### src/shared/twc_pkg.sv
// Package of the timer waveform control block: register indices, field
// positions, reset values, mode codes and the bus carriers.
// Assumes a 32-bit APB master and one clock for the whole block.
package twc_pkg;

  // ---------------------------------------------------------------------
  // Register indices (byte address is four times the index)
  // ---------------------------------------------------------------------
  localparam logic [7:0] IDX_CONTROL_A = 8'h00;
  localparam logic [7:0] IDX_WAVEFORM_MODE_CONTROL = 8'h01;
  localparam logic [7:0] IDX_OUTPUT_VALUE_CONTROL = 8'h02;
  localparam logic [7:0] IDX_SPLIT_SELECT_CONTROL = 8'h03;
  localparam logic [7:0] IDX_COMMAND_DIRECTION_CLEAR = 8'h04;
  localparam logic [7:0] IDX_COMMAND_DIRECTION_SET = 8'h05;
  localparam logic [7:0] IDX_BUFFER_VALID_CLEAR = 8'h06;
  localparam logic [7:0] IDX_BUFFER_VALID_SET = 8'h07;
  localparam logic [7:0] IDX_FLAGS = 8'h0b;
  localparam logic [7:0] IDX_COUNT = 8'h20;
  localparam logic [7:0] IDX_PERIOD = 8'h26;
  localparam logic [7:0] IDX_COMPARE_BASE = 8'h28;
  localparam logic [7:0] IDX_PERIOD_BUFFER = 8'h36;
  localparam logic [7:0] IDX_COMPARE_BUFFER_BASE = 8'h38;

  // ---------------------------------------------------------------------
  // Field positions
  // ---------------------------------------------------------------------
  localparam int ENABLE_BIT = 0;
  localparam int PRESCALE_LSB = 1;
  localparam int WAVEFORM_SELECT_LSB = 0;
  localparam int AUTO_LOCK_BIT = 3;
  localparam int OVERRIDE_LSB = 4;
  localparam int DIRECTION_BIT = 0;
  localparam int LOCK_BIT = 1;
  localparam int COMMAND_LSB = 2;
  localparam int SPLIT_BIT = 0;
  localparam int WRAP_FLAG_BIT = 0;

  // ---------------------------------------------------------------------
  // Reset values
  // ---------------------------------------------------------------------
  localparam logic [15:0] PERIOD_RESET = 16'hffff;
  localparam logic [15:0] COMPARE_RESET = 16'h0000;
  localparam logic [7:0] CONTROL_RESET = 8'h00;

  // ---------------------------------------------------------------------
  // Modes and commands
  // ---------------------------------------------------------------------
  typedef enum logic [2:0] {
    WAVE_NORMAL = 3'h0,
    WAVE_FREQUENCY = 3'h1,
    WAVE_ONE_RAMP_PWM = 3'h3,
    WAVE_TWO_RAMP_FLAG_AT_PEAK = 3'h5,
    WAVE_TWO_RAMP_FLAG_AT_BOTH = 3'h6,
    WAVE_TWO_RAMP_FLAG_AT_FLOOR = 3'h7
  } twc_wave_t;

  localparam logic [1:0] CMD_NONE = 2'h0;
  localparam logic [1:0] CMD_UPDATE = 2'h1;
  localparam logic [1:0] CMD_RESTART = 2'h2;
  localparam logic [1:0] CMD_HARD_RESET = 2'h3;

  // ---------------------------------------------------------------------
  // Carriers
  // ---------------------------------------------------------------------
  typedef struct packed {
    logic psel;
    logic penable;
    logic pwrite;
    logic [11:0] paddr;
    logic [31:0] pwdata;
    logic [3:0] pstrb;
  } twc_apb_req_t;

  typedef struct packed {
    logic [31:0] prdata;
    logic pready;
    logic pslverr;
  } twc_apb_rsp_t;

endpackage
### src/logic/twc_timer_ctrl.sv
// Control logic of a 16-bit timer/counter: waveform modes, pin override,
// buffered period and compare registers with lock handling, commands.
// Assumes an APB master on the same clock and port values from same-clock logic.

// Notes on behaviour
// - Waveform modes: set override bit makes waveform replace port value on that pin.
// - Writing auto lock one sets lock until all enabled compare buffers are valid.
// - Under auto lock, lock stays clear until update, which transfers and relocks.
// - With auto lock off, only software writes change the lock bit.
// - Mode 000: normal, period is top, update and wrap at top, no waveform.
// - Mode 001: frequency, compare zero is top, update and wrap at top.
// - Mode 011: single-ramp PWM, period top, update and wrap at bottom.
// - Modes 101/110/111: two-ramp PWM, update at bottom, wrap at top/both/bottom.
// - Waveform reaches pins only on override-enabled channels; software sets pin direction.
// - While stopped, writing an output value bit sets that channel's waveform value.
// - The split bit stops the 16-bit counter; the two 8-bit halves live elsewhere.
// - Clear-type register: writing one clears the bit, zero leaves it.
// - Set-type register: writing one sets the bit, zero leaves it.
// - Set and clear addresses of a pair read the same status bits.
// - The command field acts on write only and reads as zero.
// - Command 1 updates, 2 restarts, 3 hard resets unless enabled, 0 nothing.
// - While locked, no buffered values transfer at an update.
// - While unlocked, buffered values transfer at every update.
// - Direction bit: zero counts up, one down; hardware or software may change it.
// - Compare buffer valid sets on buffer write and clears at an unlocked update.
// - Period buffer valid sets on period buffer write and clears at an unlocked update.
// - Timer ticks at clock divided by 1,2,4,8,16,64,256 or 1024.
// - One enable bit starts the timer; it gates hard reset and output writes.
// - Wrap flag sets at mode's top or bottom and stays until written one.
module twc_timer_ctrl
  import twc_pkg::*;
#(
  parameter int CHANNELS = 3
) (
  // Clock and reset
  input wire logic clock,
  input wire logic reset,
  // Register bus
  input twc_pkg::twc_apb_req_t apb_req,
  output twc_pkg::twc_apb_rsp_t apb_rsp,
  // Pins
  input wire logic [CHANNELS-1:0] port_value,
  output logic [CHANNELS-1:0] waveform_pin_output,
  output logic [CHANNELS-1:0] pin_override_active,
  // Status
  output logic timer_running,
  output logic dual_eight_bit_select,
  output logic count_direction
);
  import twc_pkg::*;

  // -----------------------------------------------------------------------
  // State
  // -----------------------------------------------------------------------
  typedef struct packed {
    logic enable;
    logic [2:0] prescale_select;
    logic [CHANNELS-1:0] compare_pin_override_enable;
    logic auto_lock_transfer;
    logic [2:0] waveform_select;
    logic dual_eight_bit_select;
    logic transfer_lock;
    logic direction;
    logic [CHANNELS-1:0] compare_buffer_valid;
    logic period_buffer_valid;
    logic wrap_flag;
    logic [CHANNELS-1:0] wave;
    logic [9:0] prescale_count;
    logic [15:0] count;
    logic [15:0] period_value;
    logic [15:0] period_buffer;
    logic [CHANNELS-1:0][15:0] compare_value;
    logic [CHANNELS-1:0][15:0] compare_buffer;
    logic [31:0] rdata;
    logic err;
  } twc_state_t;

  twc_state_t state_q;
  twc_state_t state_d;

  // -----------------------------------------------------------------------
  // Helpers
  // -----------------------------------------------------------------------
  // Divisor exponents 0,1,2,3,4,6,8,10; the tick fires when the low bits
  // of the free-running prescale count are all ones.
  function automatic logic prescale_tick(input logic [9:0] pc, input logic [2:0] sel);
    logic [9:0] mask;
    mask = 10'h000;
    unique case (sel)
      3'h0: mask = 10'h000;
      3'h1: mask = 10'h001;
      3'h2: mask = 10'h003;
      3'h3: mask = 10'h007;
      3'h4: mask = 10'h00f;
      3'h5: mask = 10'h03f;
      3'h6: mask = 10'h0ff;
      3'h7: mask = 10'h3ff;
    endcase
    return (pc & mask) == mask;
  endfunction

  // Byte-lane merge for the 16-bit registers.
  function automatic logic [15:0] merge16(input logic [15:0] old, input logic [31:0] wd,
                                          input logic [3:0] strb);
    logic [15:0] r;
    r = old;
    if (strb[0]) begin
      r[7:0] = wd[7:0];
    end
    if (strb[1]) begin
      r[15:8] = wd[15:8];
    end
    return r;
  endfunction

  function automatic logic two_ramp(input logic [2:0] m);
    return m == WAVE_TWO_RAMP_FLAG_AT_PEAK || m == WAVE_TWO_RAMP_FLAG_AT_BOTH ||
           m == WAVE_TWO_RAMP_FLAG_AT_FLOOR;
  endfunction

  // -----------------------------------------------------------------------
  // Next state
  // -----------------------------------------------------------------------
  logic [7:0] idx;
  logic wr;
  logic setup;
  logic [7:0] wb;
  logic [1:0] cmd;
  logic tick;
  logic [15:0] top;
  logic top_ev;
  logic bot_ev;
  logic update_ev;
  logic xfer;
  logic [CHANNELS-1:0] match;
  logic [CHANNELS-1:0] buf_wr;
  logic mapped;
  logic [31:0] rd;

  always_comb begin
    state_d = state_q;
    idx = apb_req.paddr[9:2];
    setup = apb_req.psel && !apb_req.penable;
    wr = apb_req.psel && apb_req.penable && apb_req.pwrite && (apb_req.paddr[11:10] == 2'h0);
    wb = apb_req.pstrb[0] ? apb_req.pwdata[7:0] : 8'h00;
    cmd = CMD_NONE;
    buf_wr = '0;
    top_ev = 1'b0;
    bot_ev = 1'b0;
    match = '0;

    // Counting stops in split mode; the two 8-bit halves live elsewhere.
    tick = state_q.enable && !state_q.dual_eight_bit_select &&
           prescale_tick(state_q.prescale_count, state_q.prescale_select);
    top = (state_q.waveform_select == WAVE_FREQUENCY) ? state_q.compare_value[0]
                                                       : state_q.period_value;
    state_d.prescale_count = state_q.enable ? state_q.prescale_count + 10'h001 : 10'h000;

    // Counter sequence.
    if (tick) begin
      for (int n = 0; n < CHANNELS; n++) begin
        match[n] = state_q.count == state_q.compare_value[n];
      end
      if (two_ramp(state_q.waveform_select)) begin
        if (!state_q.direction) begin
          if (state_q.count >= top) begin
            top_ev = 1'b1;
            state_d.direction = 1'b1;
            state_d.count = top - 16'h0001;
          end else begin
            state_d.count = state_q.count + 16'h0001;
          end
        end else begin
          if (state_q.count == 16'h0000) begin
            bot_ev = 1'b1;
            state_d.direction = 1'b0;
            state_d.count = 16'h0001;
          end else begin
            state_d.count = state_q.count - 16'h0001;
          end
        end
      end else begin
        // One-ramp modes: the wrap is both TOP and BOTTOM.
        if (!state_q.direction) begin
          if (state_q.count >= top) begin
            top_ev = 1'b1;
            bot_ev = 1'b1;
            state_d.count = 16'h0000;
          end else begin
            state_d.count = state_q.count + 16'h0001;
          end
        end else begin
          if (state_q.count == 16'h0000) begin
            top_ev = 1'b1;
            bot_ev = 1'b1;
            state_d.count = top;
          end else begin
            state_d.count = state_q.count - 16'h0001;
          end
        end
      end
    end

    // Waveform generation; normal and reserved modes leave it untouched.
    unique case (state_q.waveform_select)
      WAVE_FREQUENCY: begin
        for (int n = 0; n < CHANNELS; n++) begin
          if (match[n]) begin
            state_d.wave[n] = ~state_q.wave[n];
          end
        end
      end
      WAVE_ONE_RAMP_PWM: begin
        for (int n = 0; n < CHANNELS; n++) begin
          if (bot_ev) begin
            state_d.wave[n] = 1'b1;
          end
          if (match[n]) begin
            state_d.wave[n] = 1'b0;
          end
        end
      end
      WAVE_TWO_RAMP_FLAG_AT_PEAK, WAVE_TWO_RAMP_FLAG_AT_BOTH, WAVE_TWO_RAMP_FLAG_AT_FLOOR: begin
        for (int n = 0; n < CHANNELS; n++) begin
          if (match[n]) begin
            state_d.wave[n] = state_q.direction;
          end
        end
      end
      default: begin
      end
    endcase

    // Software writes.
    if (wr) begin
      unique case (idx)
        IDX_CONTROL_A: begin
          if (apb_req.pstrb[0]) begin
            state_d.enable = wb[ENABLE_BIT];
            state_d.prescale_select = wb[PRESCALE_LSB +: 3];
          end
        end
        IDX_WAVEFORM_MODE_CONTROL: begin
          if (apb_req.pstrb[0]) begin
            state_d.waveform_select = wb[WAVEFORM_SELECT_LSB +: 3];
            state_d.auto_lock_transfer = wb[AUTO_LOCK_BIT];
            state_d.compare_pin_override_enable = wb[OVERRIDE_LSB +: CHANNELS];
            if (wb[AUTO_LOCK_BIT]) begin
              state_d.transfer_lock = 1'b1;
            end
          end
        end
        IDX_OUTPUT_VALUE_CONTROL: begin
          if (apb_req.pstrb[0] && !state_q.enable) begin
            state_d.wave = wb[CHANNELS-1:0];
          end
        end
        IDX_SPLIT_SELECT_CONTROL: begin
          if (apb_req.pstrb[0]) begin
            state_d.dual_eight_bit_select = wb[SPLIT_BIT];
          end
        end
        IDX_COMMAND_DIRECTION_CLEAR: begin
          cmd = wb[COMMAND_LSB +: 2];
          if (wb[DIRECTION_BIT]) begin
            state_d.direction = 1'b0;
          end
          if (wb[LOCK_BIT]) begin
            state_d.transfer_lock = 1'b0;
          end
        end
        IDX_COMMAND_DIRECTION_SET: begin
          cmd = wb[COMMAND_LSB +: 2];
          if (wb[DIRECTION_BIT]) begin
            state_d.direction = 1'b1;
          end
          if (wb[LOCK_BIT]) begin
            state_d.transfer_lock = 1'b1;
          end
        end
        IDX_FLAGS: begin
          if (wb[WRAP_FLAG_BIT]) begin
            state_d.wrap_flag = 1'b0;
          end
        end
        IDX_COUNT: begin
          state_d.count = merge16(state_q.count, apb_req.pwdata, apb_req.pstrb);
        end
        IDX_PERIOD: begin
          state_d.period_value = merge16(state_q.period_value, apb_req.pwdata, apb_req.pstrb);
        end
        IDX_PERIOD_BUFFER: begin
          state_d.period_buffer = merge16(state_q.period_buffer, apb_req.pwdata,
                                          apb_req.pstrb);
        end
        default: begin
        end
      endcase
      for (int n = 0; n < CHANNELS; n++) begin
        if (idx == IDX_COMPARE_BASE + 8'(2 * n)) begin
          state_d.compare_value[n] = merge16(state_q.compare_value[n], apb_req.pwdata,
                                             apb_req.pstrb);
        end
        if (idx == IDX_COMPARE_BUFFER_BASE + 8'(2 * n)) begin
          state_d.compare_buffer[n] = merge16(state_q.compare_buffer[n], apb_req.pwdata,
                                              apb_req.pstrb);
          buf_wr[n] = 1'b1;
        end
      end
    end

    // Update condition per mode, plus the forced update.
    unique case (state_q.waveform_select)
      WAVE_NORMAL, WAVE_FREQUENCY: update_ev = top_ev;
      WAVE_ONE_RAMP_PWM, WAVE_TWO_RAMP_FLAG_AT_PEAK, WAVE_TWO_RAMP_FLAG_AT_BOTH,
      WAVE_TWO_RAMP_FLAG_AT_FLOOR: update_ev = bot_ev;
      default: update_ev = 1'b0;
    endcase
    if (cmd == CMD_UPDATE) begin
      update_ev = 1'b1;
    end
    xfer = update_ev && !state_q.transfer_lock;

    // Wrap flag; a set in the clearing cycle wins.
    unique case (state_q.waveform_select)
      WAVE_NORMAL, WAVE_FREQUENCY, WAVE_TWO_RAMP_FLAG_AT_PEAK: begin
        if (top_ev) begin
          state_d.wrap_flag = 1'b1;
        end
      end
      WAVE_ONE_RAMP_PWM, WAVE_TWO_RAMP_FLAG_AT_FLOOR: begin
        if (bot_ev) begin
          state_d.wrap_flag = 1'b1;
        end
      end
      WAVE_TWO_RAMP_FLAG_AT_BOTH: begin
        if (top_ev || bot_ev) begin
          state_d.wrap_flag = 1'b1;
        end
      end
      default: begin
      end
    endcase

    // Buffer transfer and valid bits; a buffer write in the transfer cycle
    // keeps its valid bit so the new value is not forgotten.
    if (xfer) begin
      state_d.period_value = state_q.period_buffer;
      state_d.compare_value = state_q.compare_buffer;
      state_d.compare_buffer_valid = '0;
      state_d.period_buffer_valid = 1'b0;
      if (state_q.auto_lock_transfer) begin
        state_d.transfer_lock = 1'b1;
      end
    end
    if (wr && idx == IDX_BUFFER_VALID_CLEAR) begin
      state_d.compare_buffer_valid = state_d.compare_buffer_valid &
                                     ~wb[1 +: CHANNELS];
      if (wb[0]) begin
        state_d.period_buffer_valid = 1'b0;
      end
    end
    if (wr && idx == IDX_BUFFER_VALID_SET) begin
      state_d.compare_buffer_valid = state_d.compare_buffer_valid | wb[1 +: CHANNELS];
      state_d.period_buffer_valid = state_d.period_buffer_valid | wb[0];
    end
    state_d.compare_buffer_valid = state_d.compare_buffer_valid | buf_wr;
    if (wr && idx == IDX_PERIOD_BUFFER) begin
      state_d.period_buffer_valid = 1'b1;
    end

    // Auto lock release once every enabled channel holds a fresh buffer.
    if (state_q.auto_lock_transfer && state_q.transfer_lock &&
        ((state_q.compare_buffer_valid & state_q.compare_pin_override_enable) ==
         state_q.compare_pin_override_enable)) begin
      state_d.transfer_lock = 1'b0;
    end

    // Restart and hard reset commands.
    if (cmd == CMD_RESTART) begin
      state_d.count = 16'h0000;
      state_d.direction = 1'b0;
      state_d.prescale_count = 10'h000;
      state_d.wave = '0;
    end
    if (cmd == CMD_HARD_RESET && !state_q.enable) begin
      state_d = '0;
      state_d.period_value = PERIOD_RESET;
      state_d.period_buffer = PERIOD_RESET;
    end

    // Read data is captured in the setup cycle and held through access.
    rd = 32'h0000_0000;
    mapped = apb_req.paddr[11:10] == 2'h0;
    unique case (idx)
      IDX_CONTROL_A: rd[7:0] = {4'h0, state_q.prescale_select, state_q.enable};
      IDX_WAVEFORM_MODE_CONTROL: begin
        rd[OVERRIDE_LSB +: CHANNELS] = state_q.compare_pin_override_enable;
        rd[AUTO_LOCK_BIT] = state_q.auto_lock_transfer;
        rd[WAVEFORM_SELECT_LSB +: 3] = state_q.waveform_select;
      end
      IDX_OUTPUT_VALUE_CONTROL: rd[CHANNELS-1:0] = state_q.wave;
      IDX_SPLIT_SELECT_CONTROL: rd[SPLIT_BIT] = state_q.dual_eight_bit_select;
      IDX_COMMAND_DIRECTION_CLEAR, IDX_COMMAND_DIRECTION_SET: begin
        rd[LOCK_BIT] = state_q.transfer_lock;
        rd[DIRECTION_BIT] = state_q.direction;
      end
      IDX_BUFFER_VALID_CLEAR, IDX_BUFFER_VALID_SET: begin
        rd[CHANNELS:0] = {state_q.compare_buffer_valid, state_q.period_buffer_valid};
      end
      IDX_FLAGS: rd[WRAP_FLAG_BIT] = state_q.wrap_flag;
      IDX_COUNT: rd[15:0] = state_q.count;
      IDX_PERIOD: rd[15:0] = state_q.period_value;
      IDX_PERIOD_BUFFER: rd[15:0] = state_q.period_buffer;
      default: mapped = 1'b0;
    endcase
    for (int n = 0; n < CHANNELS; n++) begin
      if (idx == IDX_COMPARE_BASE + 8'(2 * n)) begin
        rd[15:0] = state_q.compare_value[n];
        mapped = apb_req.paddr[11:10] == 2'h0;
      end
      if (idx == IDX_COMPARE_BUFFER_BASE + 8'(2 * n)) begin
        rd[15:0] = state_q.compare_buffer[n];
        mapped = apb_req.paddr[11:10] == 2'h0;
      end
    end
    if (setup) begin
      state_d.rdata = apb_req.pwrite ? 32'h0000_0000 : rd;
      state_d.err = !mapped;
    end
  end

  // -----------------------------------------------------------------------
  // Registers
  // -----------------------------------------------------------------------
  always_ff @(posedge clock) begin
    if (reset) begin
      state_q <= '0;
      state_q.period_value <= PERIOD_RESET;
      state_q.period_buffer <= PERIOD_RESET;
    end else begin
      state_q <= state_d;
    end
  end

  // -----------------------------------------------------------------------
  // Outputs
  // -----------------------------------------------------------------------
  // Normal and reserved modes never override; the port keeps the pin.
  assign pin_override_active = (state_q.waveform_select != WAVE_NORMAL &&
                                state_q.waveform_select != 3'h2 &&
                                state_q.waveform_select != 3'h4) ?
                               state_q.compare_pin_override_enable : '0;
  assign waveform_pin_output = (pin_override_active & state_q.wave) |
                               (~pin_override_active & port_value);
  assign timer_running = state_q.enable;
  assign dual_eight_bit_select = state_q.dual_eight_bit_select;
  assign count_direction = state_q.direction;
  assign apb_rsp.prdata = state_q.rdata;
  assign apb_rsp.pready = apb_req.psel && apb_req.penable;
  assign apb_rsp.pslverr = apb_req.psel && apb_req.penable && state_q.err;

endmodule

### config.mk
export PLATFORM = sky130hd
export DESIGN_NAME = twc_timer_ctrl
export DESIGN_NICKNAME = d
export VERILOG_FILES = /design/src/shared/twc_pkg.sv /design/src/logic/twc_timer_ctrl.sv
export SDC_FILE = /design/constraint.sdc
export NUM_CORES = 1
export LEC_CHECK = 0
export BUFFER_PORTS_ARGS = -buffer_cell sky130_fd_sc_hd__clkbuf_2
export CAP_MARGIN = 25
export CORE_UTILIZATION = 55
export DETAILED_ROUTE_END_ITERATION = 10
export PLACE_DENSITY_LB_ADDON = 0.15
export SLEW_MARGIN = 20
export SYNTH_ARGS = -nofsm -noshare
export SYNTH_HDL_FRONTEND = slang
export SYNTH_SLANG_ARGS = --single-unit
### constraint.sdc
create_clock -name clock -period 8.4 [get_ports clock]
set_input_delay 0.42 -clock clock [delete_from_list [all_inputs] [get_ports clock]]
set_output_delay 0.42 -clock clock [all_outputs]
set_load 0.02 [all_outputs]
==> results.ini <==
[setup_path]
required_ns = 8.76
cpMostUsedCell = buf_4
crit_arrival_ns = 5.48
cp-start-kind = flip-flop
worstSetupPathType = flip-flop to flip-flop
path_buf_inv = 2
path_cells = or3b_1 > buf_4 > mux2i_1 > ha_1 > a21oi_1 > a21boi_0 > a211oi_1 > nand4_1 > and3_1 > o31ai_4 > buf_4 > nand2_1 > a311oi_1
critical-path-top-delay-family = compound AO/OA/AOI/OAI gates
slowest_delay_ns = 0.63
end_kind = flip-flop
crit_slowest_cell = dfxtp_1
critPathMaxFanout = 30

[sta]
finalSetupViolations = 0
skew_ns = 0.0168
rsz0062_at_grt = no
finalSetupTns_ns = 0
relSlewSlack = 0.253
max_freq_mhz = 195
hold_violations = 0
finalCritPeriodShare = 0.609
tightest_slew_ns = 1.11
slew_viol_final = 0
timing.final.crit_period_ns = 5.12

[final_layout]
final_cell_mix = nand2_1, dfxtp_1, a21oi_1
finalNetCount = 1644
drive_gt1_frac = 0.0949
layout.filler_cells = 2016
diodes = 0
syn_to_final_growth_pct = 7.04
design_area_sq_mm = 0.0132
final_common_cell = nand2_1
multi_input_area_sq_mm = 0.00759
regArea_sq_mm = 0.00400

[synthesis]
yosysSeqAreaShare = 0.324
ys.flop_type = dfxtp_1
ys_top_cells_by_area = dfxtp_1, nand2_1, mux2i_1
ys_seq_elements = 200
avgSynthCellArea_sq_um = 7.82
synth_edf_count = 0
syn_inst = 1580
synth_warnings = 0
synth_top_area_frac = 0.324
synthDistinctLibCells = 74
syn-cell-area_sq_mm = 0.0124
yosysTopAreaCell = dfxtp_1
async_reset_ff_frac = 0

[detailed_routing]
firstDrtPassIters = 10
drt-initial-drc-count = 1583
postRouteAntennaNets = 0
vias = 12500
wirelength_um = 42200
drc = 4
wl_per_cell_um = 22.7
vias_per_cell = 6.72

[grt]
grt_max_degree = 61
grtUsageTotal = 0.364
grt_pass1_vias = 11500
antenna_found_initial = 0
overflow = 0
grt_pass1_wl_um = 66000

[clock_network]
clk_latency_ns = 0.45
root_buffer = clkbuf_16
cts-resized-gates = 0
path_clk_slew_ns = 0.09
cts_buffer_depth = 2
hold_buffers = 0
cts.sinks = 200
cts_tree = built
postCtsSetupBuffers = 0
cts_made_buffers = 17
htreeDepth = 4

[floorplan]
die_area_sq_mm = 0.0231
row_count = 54
die_h_um = 152
die_x_um = 152
fp.coreArea_sq_mm = 0.0220
ios = 99
start_util = 0.563

[power_and_ir_drop]
internal-power_w = 0.00138
pwr-share-clk = 0.462
power_frac_seq = 0.493
p_sw_w = 0.000542
p_per_area_mw_per_mm2 = 145
power_frac_comb = 0.045
vdd_drop_max_v = 0.000124
p_sw_frac = 0.282
leakage_nw = 5.06

[place]
io_buffers = 62
place_congestion = 0.946
dpl-instance-area_sq_mm = 0.0126
hpwl_um = 29600

[worst_hold_path]
hp-class = input pin to flip-flop

[outcome]
violations = DRC
status = finished, violations left

[run]
drv_cap = 0

-- registers in the layout, indices dropped and copies added (netlist names), named ones only --
name                   count
state_q                  174
apb_rsp                   16
dual_eight_bit_select      1
count_direction            1
timer_running              1
-- power by group through the flow --
stage	Combinational [W]	Clock [W]	Sequential [W]
floorplan	0.0000537	0	0.000970
global placement	0.0000826	0	0.000971
detailed placement	0.0000832	0	0.000971
CTS	0.0000835	0.000887	0.000948
global route	0.0000910	0.000924	0.000948
finish	0.0000865	0.000887	0.000948
-- Yosys cell counts (10+ instances only) --
| cell type | count |
|---|---|
| a222oi_1 | 16 |
| nand2_1 | 246 |
| inv_1 | 39 |
| a311oi_1 | 20 |
| buf_2 | 18 |
| and2_1 | 14 |
| nor2b_1 | 11 |
| nand3_1 | 60 |
| a32oi_1 | 10 |
| nor4_1 | 10 |
| a2bb2oi_1 | 10 |
| xnor2_1 | 72 |
| a221oi_1 | 26 |
| nor3_1 | 36 |
| dfxtp_1 | 200 |
| a31oi_1 | 16 |
| a22oi_1 | 39 |
| mux2i_1 | 78 |
| o31ai_1 | 12 |
| nand4_1 | 22 |
| clkbuf_1 | 72 |
| nor2_1 | 127 |
| buf_4 | 34 |
| a21oi_1 | 127 |
| a211oi_1 | 13 |
| ha_1 | 20 |
| o21ai_0 | 56 |
| and3_1 | 22 |
| o211ai_1 | 11 |
-- per-layer routing --
metal	vias up	share of wire	GRT usage
met3	132	0.11	0.0690
met1	5868	0.41	0.498
met4	0	0.042	0.169
li1	5713	-	-
met2	802	0.44	0.554
met5	-	0	0
-- final timing paths --
path	from	endpoint	slack [ns]	cells past startpoint
worst max register to register	state_q[199]	state_q[123]	3.28	13
worst min register to register	apb_rsp[2]	apb_rsp[2]	0.48	2
worst min-delay path	apb_req[15]	state_q[44]	0.31	3
worst max-delay path	state_q[199]	state_q[123]	3.28	13
-- layout make-up --
cell class                      instances  area share
Multi-Input combinational cell       1219       0.574
Sequential cell                       200       0.303
Timing Repair Buffer                   91      0.0392
Clock buffer                           17      0.0322
Tap cell                              280      0.0265
Clock inverter                         15      0.0146
Inverter                               39      0.0111
-- per-stage QoR --
stage	setup WS, ns	instances	util	hold slack (ns)	total power, W
floorplan	4.13	1595	-	0.426	0.00102
global placement	3.43	1823	0.573	0.447	0.00105
detailed placement	3.40	1823	0.573	0.451	0.00105
CTS	3.37	1855	0.601	0.313	0.00192
global route	3.06	1861	0.602	0.332	0.00196
finish	3.28	1861	0.602	0.313	0.00192
-- logic make-up (layout without fill, tap and decap cells) --
| kind of cell | count (synthesis) | in the layout | synth area share |
|---|---|---|---|
| compound gates | 434 | 434 | 0.245 |
| xor+xnor | 81 | 81 | 0.0574 |
| fa+ha+maj | 20 | 20 | 0.0202 |
| buf+inv | 176 | 162 | 0.0680 |
| flops | 200 | 200 | 0.324 |
| mux | 87 | 87 | 0.0723 |
| other cells | 1 | 16 | 0.000303 |
| simple gates | 581 | 581 | 0.213 |
-- tightest hold or removal path, delay by kind of cell --
| kind | cells | cell delay (ns) |
|---|---|---|
| buf+inv | 1 | 0.16 |
| simple gates | 1 | 0.09 |
| compound gates | 1 | 0.05 |
Power figures use the tool's default switching activity.
